File: src/verilog/tfb_pkg.sv
package tfb_pkg;

  localparam int NUM_CH = 4;
  localparam int ADDR_W = 8;
  localparam int DATA_W = 32;

  ////////////////////////////////////////////////////////////////////////////
  // register offsets (byte addresses, one aligned word each)
  localparam logic [7:0] OFF_STATUS = 8'h00;
  localparam logic [7:0] OFF_CTRL = 8'h04;
  localparam logic [7:0] OFF_IRQ_STATUS = 8'h08;
  localparam logic [7:0] OFF_IRQ_CLR = 8'h0c;
  localparam logic [7:0] OFF_IRQ_EN = 8'h10;
  localparam logic [7:0] OFF_BUF_BASE = 8'h20;
  localparam logic [7:0] OFF_CC_BASE = 8'h30;
  localparam logic [7:0] OFF_STRIDE = 8'h04;

  ////////////////////////////////////////////////////////////////////////////
  // timer_status_flags field positions
  localparam int POS_CMP = 24;
  localparam int POS_BUFV = 16;
  localparam int POS_NRF = 14;
  localparam int POS_RFB = 13;
  localparam int POS_RFA = 12;
  localparam int POS_NRF_IN = 10;
  localparam int POS_RFB_IN = 9;
  localparam int POS_RFA_IN = 8;
  localparam int NUM_NRF = 2;

  ////////////////////////////////////////////////////////////////////////////
  // control register fields and reset value
  localparam int POS_LOCK_UPDATE = 0;
  localparam int POS_HALT_SW = 1;
  localparam int POS_CAPT = 4;
  localparam logic [31:0] CTRL_RST = 32'h0000_0000;

  ////////////////////////////////////////////////////////////////////////////
  // interrupt status / clear / enable layout
  localparam int IRQ_W = 8;
  localparam int IRQ_NRF = 0;
  localparam int IRQ_RFB = 2;
  localparam int IRQ_RFA = 3;
  localparam int IRQ_CAPT = 4;
  localparam logic [7:0] IRQ_RST = 8'h00;

  typedef struct packed {
    logic [7:0] addr;
    logic [31:0] wdata;
    logic wr;
    logic rd;
  } tfb_bus_req_t;

  typedef struct packed {
    logic [1:0] nonrecov;
    logic recov_b;
    logic recov_a;
  } tfb_fault_in_t;

endpackage

File: src/verilog/tfb_sync2.sv
`timescale 1ns/1ps
module tfb_sync2 #(
  parameter int W = 4
) (
  input wire logic ref_clk_i,
  input wire logic rst_i,
  input wire logic [W-1:0] d_i,
  output logic [W-1:0] q_o
);

  logic [W-1:0] meta_r;
  logic [W-1:0] meta_nxt;
  logic [W-1:0] sync_r;
  logic [W-1:0] sync_nxt;

  // first stage feeds only the second stage
  always_comb begin
    meta_nxt = d_i;
    sync_nxt = meta_r;
  end

  always_ff @(posedge ref_clk_i or posedge rst_i) begin
    if (rst_i) begin
      meta_r <= '0;
      sync_r <= '0;
    end else begin
      meta_r <= meta_nxt;
      sync_r <= sync_nxt;
    end
  end

  assign q_o = sync_r;

endmodule

File: src/verilog/tfb_chan.sv
`timescale 1ns/1ps
module tfb_chan #(
  parameter int DW = 32
) (
  input wire logic ref_clk_i,
  input wire logic rst_i,
  input wire logic capture_mode_i,
  input wire logic lock_update_i,
  input wire logic buf_wr_i,
  input wire logic [DW-1:0] wdata_i,
  input wire logic bufv_clr_wr_i,
  input wire logic update_i,
  input wire logic capt_stb_i,
  input wire logic [DW-1:0] capt_val_i,
  input wire logic cc_rd_i,
  output logic [DW-1:0] buf_o,
  output logic [DW-1:0] cc_o,
  output logic bufv_o,
  output logic capt_evt_o
);

  logic [DW-1:0] buf_r;
  logic [DW-1:0] buf_nxt;
  logic [DW-1:0] cc_r;
  logic [DW-1:0] cc_nxt;
  logic bufv_r;
  logic bufv_nxt;

  always_comb begin
    buf_nxt = buf_r;
    cc_nxt = cc_r;
    bufv_nxt = bufv_r;
    if (capture_mode_i) begin
      // a read of the capture register clears the buffer valid flag
      if (cc_rd_i) begin
        bufv_nxt = 1'b0;
      end
      // a capture in the same cycle as the read keeps the flag set
      if (capt_stb_i) begin
        buf_nxt = capt_val_i;
        cc_nxt = capt_val_i;
        bufv_nxt = 1'b1;
      end
    end else begin
      if (bufv_clr_wr_i && lock_update_i) begin
        bufv_nxt = 1'b0;
      end
      if (update_i && bufv_r) begin
        cc_nxt = buf_r;
        bufv_nxt = 1'b0;
      end
      // a new buffer write wins over any clear in the same cycle
      if (buf_wr_i) begin
        buf_nxt = wdata_i;
        bufv_nxt = 1'b1;
      end
    end
  end

  always_ff @(posedge ref_clk_i or posedge rst_i) begin
    if (rst_i) begin
      buf_r <= '0;
      cc_r <= '0;
      bufv_r <= 1'b0;
    end else begin
      buf_r <= buf_nxt;
      cc_r <= cc_nxt;
      bufv_r <= bufv_nxt;
    end
  end

  assign buf_o = buf_r;
  assign cc_o = cc_r;
  assign bufv_o = bufv_r;
  assign capt_evt_o = capture_mode_i & capt_stb_i;

endmodule

File: src/verilog/tfb_top.sv
// Operation
// - Each channel compare level bit reads the live compare output level of its channel.
// - A compare channel sets its buffer valid flag when software writes its buffer register.
// - A compare buffer valid flag clears on a write of one under lock update, or on update.
// - A capture channel sets its buffer valid flag when a captured value is stored.
// - Reading a capture channel's capture/compare register clears its buffer valid flag.
// - A non-recoverable fault state bit sets as soon as its fault condition is seen.
// - A non-recoverable fault state bit clears only on a write of one while its input is low.
// - After a non-recoverable fault clears, the counter resumes from its held count.
// - The recoverable fault B state bit sets as soon as its fault condition is seen.
// - Fault B state clears on hardware resume, or on a write of one while its input is low.
// - With software halt release, clearing fault B state releases the halted counter.
`timescale 1ns/1ps
module tfb_top #(
  parameter int DW = 32
) (
  input wire logic ref_clk_i,
  input wire logic rst_i,
  input wire tfb_pkg::tfb_bus_req_t bus_req_i,
  output logic [31:0] rdata_o,
  input wire logic [tfb_pkg::NUM_CH-1:0] chan_compare_level_i,
  input wire tfb_pkg::tfb_fault_in_t fault_pins_i,
  input wire logic recov_fault_a_resume_i,
  input wire logic recov_fault_b_resume_i,
  input wire logic update_i,
  input wire logic [tfb_pkg::NUM_CH-1:0] capt_stb_i,
  input wire logic [tfb_pkg::NUM_CH*DW-1:0] capt_val_i,
  output logic [tfb_pkg::NUM_CH*DW-1:0] cc_value_o,
  output logic counter_halt_o,
  output logic irq_o
);

  localparam int NCH = tfb_pkg::NUM_CH;
  localparam int NNRF = tfb_pkg::NUM_NRF;
  localparam int FW = $bits(tfb_pkg::tfb_fault_in_t);

  ////////////////////////////////////////////////////////////////////////////
  // fault pin synchronisation

  logic [FW-1:0] fault_sync;
  tfb_pkg::tfb_fault_in_t flt_lvl;

  tfb_sync2 #(
    .W(FW)
  ) u_fault_sync (
    .ref_clk_i(ref_clk_i),
    .rst_i(rst_i),
    .d_i(fault_pins_i),
    .q_o(fault_sync)
  );

  assign flt_lvl = fault_sync;

  ////////////////////////////////////////////////////////////////////////////
  // bus decode

  logic wr_status;
  logic wr_ctrl;
  logic wr_irq_clr;
  logic wr_irq_en;
  logic [NCH-1:0] buf_wr;
  logic [NCH-1:0] cc_rd;
  logic [NCH-1:0] bufv_clr_wr;
  // channel registers sit one stride apart above their base offsets

  always_comb begin
    wr_status = bus_req_i.wr && (bus_req_i.addr == tfb_pkg::OFF_STATUS);
    wr_ctrl = bus_req_i.wr && (bus_req_i.addr == tfb_pkg::OFF_CTRL);
    wr_irq_clr = bus_req_i.wr && (bus_req_i.addr == tfb_pkg::OFF_IRQ_CLR);
    wr_irq_en = bus_req_i.wr && (bus_req_i.addr == tfb_pkg::OFF_IRQ_EN);
    for (int i = 0; i < NCH; i++) begin
      buf_wr[i] = bus_req_i.wr &&
        (bus_req_i.addr == tfb_pkg::OFF_BUF_BASE + 8'(i) * tfb_pkg::OFF_STRIDE);
      cc_rd[i] = bus_req_i.rd &&
        (bus_req_i.addr == tfb_pkg::OFF_CC_BASE + 8'(i) * tfb_pkg::OFF_STRIDE);
      bufv_clr_wr[i] = wr_status && bus_req_i.wdata[tfb_pkg::POS_BUFV + i];
    end
  end

  ////////////////////////////////////////////////////////////////////////////
  // control register

  logic [31:0] ctrl_r;
  logic [31:0] ctrl_nxt;
  logic lock_update;
  logic halt_sw;
  logic [NCH-1:0] capture_mode;

  always_comb begin
    ctrl_nxt = ctrl_r;
    if (wr_ctrl) begin
      // unused control bits read back as zero
      ctrl_nxt = 32'h0000_0000;
      ctrl_nxt[tfb_pkg::POS_LOCK_UPDATE] = bus_req_i.wdata[tfb_pkg::POS_LOCK_UPDATE];
      ctrl_nxt[tfb_pkg::POS_HALT_SW] = bus_req_i.wdata[tfb_pkg::POS_HALT_SW];
      ctrl_nxt[tfb_pkg::POS_CAPT +: NCH] = bus_req_i.wdata[tfb_pkg::POS_CAPT +: NCH];
    end
  end

  always_ff @(posedge ref_clk_i or posedge rst_i) begin
    if (rst_i) begin
      ctrl_r <= tfb_pkg::CTRL_RST;
    end else begin
      ctrl_r <= ctrl_nxt;
    end
  end

  assign lock_update = ctrl_r[tfb_pkg::POS_LOCK_UPDATE];
  assign halt_sw = ctrl_r[tfb_pkg::POS_HALT_SW];
  assign capture_mode = ctrl_r[tfb_pkg::POS_CAPT +: NCH];

  ////////////////////////////////////////////////////////////////////////////
  // channels

  logic [DW-1:0] buf_w [NCH];
  logic [DW-1:0] cc_w [NCH];
  logic [NCH-1:0] bufv;
  logic [NCH-1:0] capt_evt;

  // each channel keeps its own buffer, capture/compare register and valid flag
  for (genvar g = 0; g < NCH; g++) begin : g_chan
    tfb_chan #(
      .DW(DW)
    ) u_chan (
      .ref_clk_i(ref_clk_i),
      .rst_i(rst_i),
      .capture_mode_i(capture_mode[g]),
      .lock_update_i(lock_update),
      .buf_wr_i(buf_wr[g]),
      .wdata_i(bus_req_i.wdata[DW-1:0]),
      .bufv_clr_wr_i(bufv_clr_wr[g]),
      .update_i(update_i),
      .capt_stb_i(capt_stb_i[g]),
      .capt_val_i(capt_val_i[g*DW +: DW]),
      .cc_rd_i(cc_rd[g]),
      .buf_o(buf_w[g]),
      .cc_o(cc_w[g]),
      .bufv_o(bufv[g]),
      .capt_evt_o(capt_evt[g])
    );
    assign cc_value_o[g*DW +: DW] = cc_w[g];
  end

  ////////////////////////////////////////////////////////////////////////////
  // fault state bits

  logic [NNRF-1:0] nrf_r;
  logic [NNRF-1:0] nrf_nxt;
  logic rfb_r;
  logic rfb_nxt;
  logic rfa_r;
  logic rfa_nxt;
  logic halt_r;
  logic halt_nxt;
  // a live fault input wins over a software clear in the same cycle
  // fault a behaves like fault b but never halts the counter

  always_comb begin
    nrf_nxt = nrf_r;
    rfb_nxt = rfb_r;
    rfa_nxt = rfa_r;
    for (int i = 0; i < NNRF; i++) begin
      if (wr_status && bus_req_i.wdata[tfb_pkg::POS_NRF + i] && !flt_lvl.nonrecov[i]) begin
        nrf_nxt[i] = 1'b0;
      end
      if (flt_lvl.nonrecov[i]) begin
        nrf_nxt[i] = 1'b1;
      end
    end
    if (recov_fault_b_resume_i ||
        (wr_status && bus_req_i.wdata[tfb_pkg::POS_RFB] && !flt_lvl.recov_b)) begin
      rfb_nxt = 1'b0;
    end
    if (flt_lvl.recov_b) begin
      rfb_nxt = 1'b1;
    end
    if (recov_fault_a_resume_i ||
        (wr_status && bus_req_i.wdata[tfb_pkg::POS_RFA] && !flt_lvl.recov_a)) begin
      rfa_nxt = 1'b0;
    end
    if (flt_lvl.recov_a) begin
      rfa_nxt = 1'b1;
    end
    // halt follows the next state so it changes at the same edge as the state bits
    // the counter only holds its value while halted, so release resumes from it
    halt_nxt = (|nrf_nxt) | (rfb_nxt & halt_sw);
  end

  always_ff @(posedge ref_clk_i or posedge rst_i) begin
    if (rst_i) begin
      nrf_r <= '0;
      rfb_r <= 1'b0;
      rfa_r <= 1'b0;
      halt_r <= 1'b0;
    end else begin
      nrf_r <= nrf_nxt;
      rfb_r <= rfb_nxt;
      rfa_r <= rfa_nxt;
      halt_r <= halt_nxt;
    end
  end

  assign counter_halt_o = halt_r;

  ////////////////////////////////////////////////////////////////////////////
  // interrupts

  logic [tfb_pkg::IRQ_W-1:0] irq_status_r;
  logic [tfb_pkg::IRQ_W-1:0] irq_status_nxt;
  logic [tfb_pkg::IRQ_W-1:0] irq_en_r;
  logic [tfb_pkg::IRQ_W-1:0] irq_en_nxt;
  logic [tfb_pkg::IRQ_W-1:0] irq_evt;
  logic irq_r;
  logic irq_nxt;

  always_comb begin
    // fault events fire on the rising edge of each state bit, not on its level
    irq_evt = '0;
    irq_evt[tfb_pkg::IRQ_NRF +: NNRF] = flt_lvl.nonrecov & ~nrf_r;
    irq_evt[tfb_pkg::IRQ_RFB] = flt_lvl.recov_b & ~rfb_r;
    irq_evt[tfb_pkg::IRQ_RFA] = flt_lvl.recov_a & ~rfa_r;
    irq_evt[tfb_pkg::IRQ_CAPT +: NCH] = capt_evt;
    irq_status_nxt = irq_status_r;
    if (wr_irq_clr) begin
      irq_status_nxt = irq_status_r & ~bus_req_i.wdata[tfb_pkg::IRQ_W-1:0];
    end
    // a new event wins over a clear in the same cycle
    irq_status_nxt = irq_status_nxt | irq_evt;
    irq_en_nxt = irq_en_r;
    if (wr_irq_en) begin
      irq_en_nxt = bus_req_i.wdata[tfb_pkg::IRQ_W-1:0];
    end
    // taken from next values so the line rises at the edge that records the event
    irq_nxt = |(irq_status_nxt & irq_en_nxt);
  end

  always_ff @(posedge ref_clk_i or posedge rst_i) begin
    if (rst_i) begin
      irq_status_r <= tfb_pkg::IRQ_RST;
      irq_en_r <= tfb_pkg::IRQ_RST;
      irq_r <= 1'b0;
    end else begin
      irq_status_r <= irq_status_nxt;
      irq_en_r <= irq_en_nxt;
      irq_r <= irq_nxt;
    end
  end

  assign irq_o = irq_r;

  ////////////////////////////////////////////////////////////////////////////
  // read data, valid only in the cycle after the read strobe

  logic [31:0] status_word;
  logic [31:0] rdata_r;
  logic [31:0] rdata_nxt;

  always_comb begin
    status_word = 32'h0000_0000;
    status_word[tfb_pkg::POS_CMP +: NCH] = chan_compare_level_i;
    status_word[tfb_pkg::POS_BUFV +: NCH] = bufv;
    status_word[tfb_pkg::POS_NRF +: NNRF] = nrf_r;
    status_word[tfb_pkg::POS_RFB] = rfb_r;
    status_word[tfb_pkg::POS_RFA] = rfa_r;
    status_word[tfb_pkg::POS_NRF_IN +: NNRF] = flt_lvl.nonrecov;
    status_word[tfb_pkg::POS_RFB_IN] = flt_lvl.recov_b;
    status_word[tfb_pkg::POS_RFA_IN] = flt_lvl.recov_a;
  end

  always_comb begin
    // unmapped addresses and the write-only clear register read as zero
    rdata_nxt = 32'h0000_0000;
    if (bus_req_i.rd) begin
      unique case (bus_req_i.addr)
        tfb_pkg::OFF_STATUS: rdata_nxt = status_word;
        tfb_pkg::OFF_CTRL: rdata_nxt = ctrl_r;
        tfb_pkg::OFF_IRQ_STATUS: rdata_nxt = {24'h00_0000, irq_status_r};
        tfb_pkg::OFF_IRQ_EN: rdata_nxt = {24'h00_0000, irq_en_r};
        default: rdata_nxt = 32'h0000_0000;
      endcase
      for (int i = 0; i < NCH; i++) begin
        if (bus_req_i.addr == tfb_pkg::OFF_BUF_BASE + 8'(i) * tfb_pkg::OFF_STRIDE) begin
          rdata_nxt = buf_w[i];
        end
        // this read also empties the valid flag of a capture channel
        if (cc_rd[i]) begin
          rdata_nxt = cc_w[i];
        end
      end
    end
  end

  always_ff @(posedge ref_clk_i or posedge rst_i) begin
    if (rst_i) begin
      rdata_r <= 32'h0000_0000;
    end else begin
      rdata_r <= rdata_nxt;
    end
  end

  assign rdata_o = rdata_r;

endmodule

File: config.mk
export PLATFORM = sky130hd
export DESIGN_NAME = tfb_top
export DESIGN_NICKNAME = d
export VERILOG_FILES = /design/src/verilog/tfb_pkg.sv /design/src/verilog/tfb_sync2.sv /design/src/verilog/tfb_chan.sv /design/src/verilog/tfb_top.sv
export SDC_FILE = /design/constraint.sdc
export NUM_CORES = 1
export LEC_CHECK = 0
export BUFFER_PORTS_ARGS = -buffer_cell sky130_fd_sc_hd__buf_2
export CAP_MARGIN = 20
export CORE_MARGIN = 2
export CORE_UTILIZATION = 45
export DETAILED_ROUTE_END_ITERATION = 7
export PLACE_DENSITY_LB_ADDON = 0.2
export REMOVE_ABC_BUFFERS = 1
export SYNTH_ARGS = -nofsm -noshare
export SYNTH_HDL_FRONTEND = slang
export SYNTH_HIERARCHICAL = 1
export SYNTH_SLANG_ARGS = --single-unit
File: constraint.sdc
create_clock -name ref_clk_i -period 2.7 [get_ports ref_clk_i]
set_clock_uncertainty 0.1 [all_clocks]
set_input_delay 0.27 -clock ref_clk_i [delete_from_list [all_inputs] [get_ports ref_clk_i]]
set_output_delay 0.27 -clock ref_clk_i [all_outputs]
set_load 0.02 [all_outputs]
Word-level counts from Yosys, hierarchy flattened
Cells that the tools add are included.

Logic and storage cells: 189. Register bits after elaboration: 328.

Reductions and logical operators: 66. Bitwise gates (word level): 16. Equal/unequal tests: 20. Multiplexer cells: 64.

Operator list (count): $mux 32 (29); $pmux 28 s4 (1); $eq 8x6->1 const B (8); $logic_and 1x1->1 (32); $mux 1 (32); $reduce_and 2->1 (12); $reduce_bool 2->1 (9); $and 8x8->8 (2); $eq 8x4->1 const B (2); $mux 8 (2); $reduce_bool 4->1 (4); $ne 3x2->1 const B (4); $eq 8x3->1 const B (1); $eq 8x5->1 const B (1); $logic_not 8->1 (1); $ne 2x2->1 const B (4); $not 8->8 (1); $or 8x8->8 (1); $reduce_or 8->1 (1); $and 1x1->1 (7); $logic_not 1->1 (4); $and 2x2->2 (1); $logic_or 1x1->1 (2); $not 1->1 (2); other kinds (3) (3).

Longest topological paths before layout
Depth after elaboration: 11. Gate-level depth with buffers: 11.

Cells and area by module
The synthesis kept the hierarchy.

Modules (own cells, without submodules): tfb_chan (area an instance 2906.5 µm², times used 4, cells each 291); tfb_top (area an instance 4772.1 µm², times used 1, cells each 565); tfb_sync2 (area an instance 203.9 µm², times used 1, cells each 9).

Worst setup path before layout
No wires, ideal clock.

Path kind: in2reg. Start: input bus_req_i[41] (netlist name). End: register g_chan[0].u_chan.buf_r[27]. Library setup time: 0.134 ns. Path slack: 0.499 ns. Arrival time: 1.967 ns. Required time: 2.466 ns. Stages on the path: 11. Buffers on the path: 5. Path through: buf_4 nor4b_1 buf_2 buf_4 buf_4 nand2_1 nor2_1 mux2i_4 buf_2 nand2_1 o21ai_0.

Longest elaborated chain between the ends: 4.

RTL lines: start: declaration (RTL line tfb_top.sv:19) `input wire tfb_pkg::tfb_bus_req_t bus_req_i,`; $eq 8x6->1 (RTL line tfb_top.sv:73) `(bus_req_i.addr == tfb_pkg::OFF_BUF_BASE + 8'(i) * tfb_pkg::OFF_STRIDE);`; $logic_and 1x1->1 (RTL line tfb_top.sv:72) `buf_wr[i] = bus_req_i.wr &&`; named net buf_wr[0] (RTL line tfb_top.sv:61) `logic [NCH-1:0] buf_wr;`; $reduce_bool 2->1 (no source line); $reduce_and 2->1 (no source line); end signal: assignment (RTL line tfb_chan.sv:66) `buf_r <= buf_nxt;`; end: declaration (RTL line tfb_chan.sv:22) `logic [DW-1:0] buf_r;`.

The timed path passes the listed nets, and every way through them passes these cells. A chain may end at the register's enable or synchronous reset.

Worst setup path in the final report
Start: register ctrl_r[5]. End: register g_chan[1].u_chan.buf_r[10].

Longest elaborated chain between the ends: 2. Elaborated cells between the ends (all ways): 4. Classes of those cells: 1 x eq/ne; 1 x mux; 2 x reduce/logical.

RTL lines: start: declaration (RTL line tfb_top.sv:83) `logic [31:0] ctrl_r;`; start signal: assignment (RTL line tfb_top.sv:102) `ctrl_r <= tfb_pkg::CTRL_RST;`; start signal: assignment (RTL line tfb_top.sv:104) `ctrl_r <= ctrl_nxt;`; $ne 2x2->1 (no source line) / $reduce_bool 2->1 (equally long branches); $reduce_and 2->1 (no source line); end signal: assignment (RTL line tfb_chan.sv:66); end: declaration (RTL line tfb_chan.sv:22).

Several ways; a longest one is shown, not always the timed one.

==> out/results.txt <==
Post-layout min period - 2550 ps
CTS max path bufs - 3
Total Wirelength - 72.0 mm
Setup CP Type - reg -> reg
H-tree levels - 2
HP Class - in -> reg
Slowest cell on the critical path - dfrtp_2
# hold bufs at CTS - 157
R2R depth - 4
Clock slew at reported path FFs - 60 ps
Final ANT Viol Nets - 0
Post-synth EDFFs - 0
#FFs+latches synth - 328
GP Congestion - 1.03
Grt ovf - 0
CTS Buf Count - 39
Share of cells above drive strength 1 - 25.1%
# IOs - 349
Initial DRC count - 1587
Std cell rows - 70
CP required - 3000 ps
Initial antenna violation count - 7
Comb pwr share - 28.7%
Status - completed
Synth Area per Inst - 9.55 um^2
Hold Path Origin - bus_req_i[33]
Per-cell routed wire length - 26.5 um
Pwr dens - 867 nW/um^2
Synth Cell Area - 16600 um^2
Gr usage total - 37.0%
Fraction of power spent switching nets - 37.3%
R2r endpoint - g_chan[1].u_chan/buf_o[10]$_DFFE_PP0P_
Hold Fails Final Rpt - 0
Core area - 36400 um^2
Vias in the first global route - 17000
Synth cell types - 62
Vias per cell - 6.30
Arrival @ worst endpoint - 2850 ps
Most frequent cells in the layout - buf_2 (348), dfrtp_1 (324), a21oi_1 (210)
Die area - 38400 um^2
Async SR Flop Fraction - 100%
CTS resizes - 0
Final worst setup slack - 149 ps
Drt drc - 0
First-pass DRT Iterations - 5
Hold path cells - 3
Final core occ - 59.9%
Detailed Place HPWL - 48.8 mm
Clk sinks - 328
Post-Synthesis Cells - 1738
Filler Cells Inserted - 3135
Syn-to-layout area delta - 31.5%
Placed Cells incl. Taps - 2488
Die W - 196 um
Global-route wire length before repair - 107 mm
Sequential area share after synthesis - 49.4%
Die height - 196 um
Hold EP - g_chan[2].u_chan/buf_o[31]$_DFFE_PP0P_
Cells along the critical path - buf_4 > mux2i_1 > dlygate4sd3_1 > o21ai_0
Final setup violation count - 0
Slowest cell delay on critical path - 730 ps
Slew @ Worst Pin - 1030 ps
Hold_ws - 4.56 ps
Critical R2R Launch - ctrl_r[5]$_DFFE_PP0P_
Root buffer cell - clkbuf_16
Largest net degree at the start of global routing - 66
Peak VDD IR - 0.607 mV
Worst-skew pair later-pin latency - 540 ps
F_max - 392 MHz
Post-synth top flop - dfrtp_1
CP max FO - 25
Kind of start point of the critical path - flip-flop
CP Capture Type - flip-flop
Final non-filler cell total - 2720
Seq pwr share - 42.9%
Clock power frac - 28.4%
RSZ-0062 raised after global routing - no
Max_slew headroom - 31.0%
IO Port Bufs - 348
Pwr Total - 0.0189 W
Most common cell after layout, fill and taps aside - buf_2
Leak - 9.52 nW
YS warnings - 6
Total of max-cap violations - 0
Flop2flop setup slack - 150 ps
DR vias - 17100
Final worst path period share - 94.5%
Int Pwr - 0.0119 W
Final #Nets - 2405
Dpl ws - 314 ps
Sw Pwr - 0.00705 W
Final Slew Violations - 0
Setup bufs post-CTS - 0
Initial Util - 45.6%
TritonCTS clock tree - built
power groups by stage:
stage / Sequential, W / Combinational (W) / Clock, W
2_1_floorplan: 0.00890 / 0.00197 / 0
3_3_place_gp: 0.00811 / 0.00509 / 0
3_5_place_dp: 0.00815 / 0.00520 / 0
4_1_cts: 0.00807 / 0.00539 / 0.00540
5_1_grt: 0.00829 / 0.00590 / 0.00558
6_report: 0.00812 / 0.00543 / 0.00538
synth_stat cells, types with 18 or more instances:
cell      instances  share of area (%)
buf_2            67                2.0
dfrtp_1         328                 49
mux2i_1         133                8.0
mux2_2           21                1.4
a22oi_1          34                1.5
a32oi_1          19                1.0
a21oi_1         210                6.3
nor2_1          141                3.2
nand2_1         176                4.0
inv_1            24               0.54
buf_4            21               0.95
o22ai_1         164                6.2
o221ai_1         18               0.95
o21ai_0         154                4.6
clkbuf_1         52                1.2
how the worst max path moves through the flow:
stage | startpoint | to | depth (start not counted)
2_1_floorplan | bus_req_i[40] | rdata_o[0]$_DFF_PP0_ | 5
3_3_place_gp | bus_req_i[37] | g_chan[2].u_chan/buf_o[6]$_DFFE_PP0P_ | 7
3_5_place_dp | bus_req_i[37] | rdata_o[29]$_DFF_PP0_ | 6
4_1_cts | ctrl_r[5]$_DFFE_PP0P_ | g_chan[1].u_chan/buf_o[23]$_DFFE_PP0P_ | 4
5_1_grt | ctrl_r[5]$_DFFE_PP0P_ | g_chan[1].u_chan/buf_o[10]$_DFFE_PP0P_ | 4
6_report | ctrl_r[5]$_DFFE_PP0P_ | g_chan[1].u_chan/buf_o[10]$_DFFE_PP0P_ | 4
final cells by class:
type | instances | area [um^2] | area share (%)
inverter | 31 | 123 | 0.562
multi-input combinational | 1226 | 7530 | 34.5
sequential | 328 | 8210 | 37.6
tap | 468 | 586 | 2.68
clock buffer | 60 | 1150 | 5.29
antenna | 5 | 12.5 | 0.0573
clock inverter | 10 | 133 | 0.608
timing repair buffer | 592 | 4080 | 18.7
routing by layer:
layer | GRT usage (%) | routed length [um] | vias up
met2 | 58.1 | 32100 | 1204
met1 | 48.4 | 27900 | 8290
met5 | 0 | 27 | -
li1 | - | - | 7395
met3 | 8.05 | 7750 | 254
met4 | 19.6 | 4180 | 6
registers in the layout (all words and copies together) (netlist names):
| signal | count |
|---|---|
| counter_halt_o | 1 |
| ctrl_r | 6 |
| g_chan.u_chan/buf_o | 128 |
| g_chan.u_chan/bufv_o | 4 |
| g_chan.u_chan/cc_o | 128 |
| irq_en_r | 8 |
| irq_o | 1 |
| irq_status_r | 8 |
| nrf_r | 2 |
| rdata_o | 32 |
| rfa_r | 1 |
| rfb_r | 1 |
| u_fault_sync/meta_r | 4 |
| u_fault_sync/q_o | 4 |
critical path, delay by kind of cell (launching register included):
family          cells  cell delay (ps)
compound gates      1               70
buf+inv             2             1190
flops               1              730
mux                 1              280
through the flow:
stage | TNS (ps) | cell area, um^2
floorplan | -472160 | 15800
global placement | 0 | 19000
detailed placement | 0 | 19000
CTS | 0 | 21800
global route | 0 | 21800
finish | 0 | 21800
cells by family (layout without fill, tap and decap cells):
family,after synthesis,count (layout),share of synthesized area [%]
compound gates,673,673,24.2
simple gates,392,392,10.5
flops,328,328,49.4
buf+inv,184,693,5.43
mux,161,161,10.4
other cells,0,5,0
(Power assumes the default switching activity.)
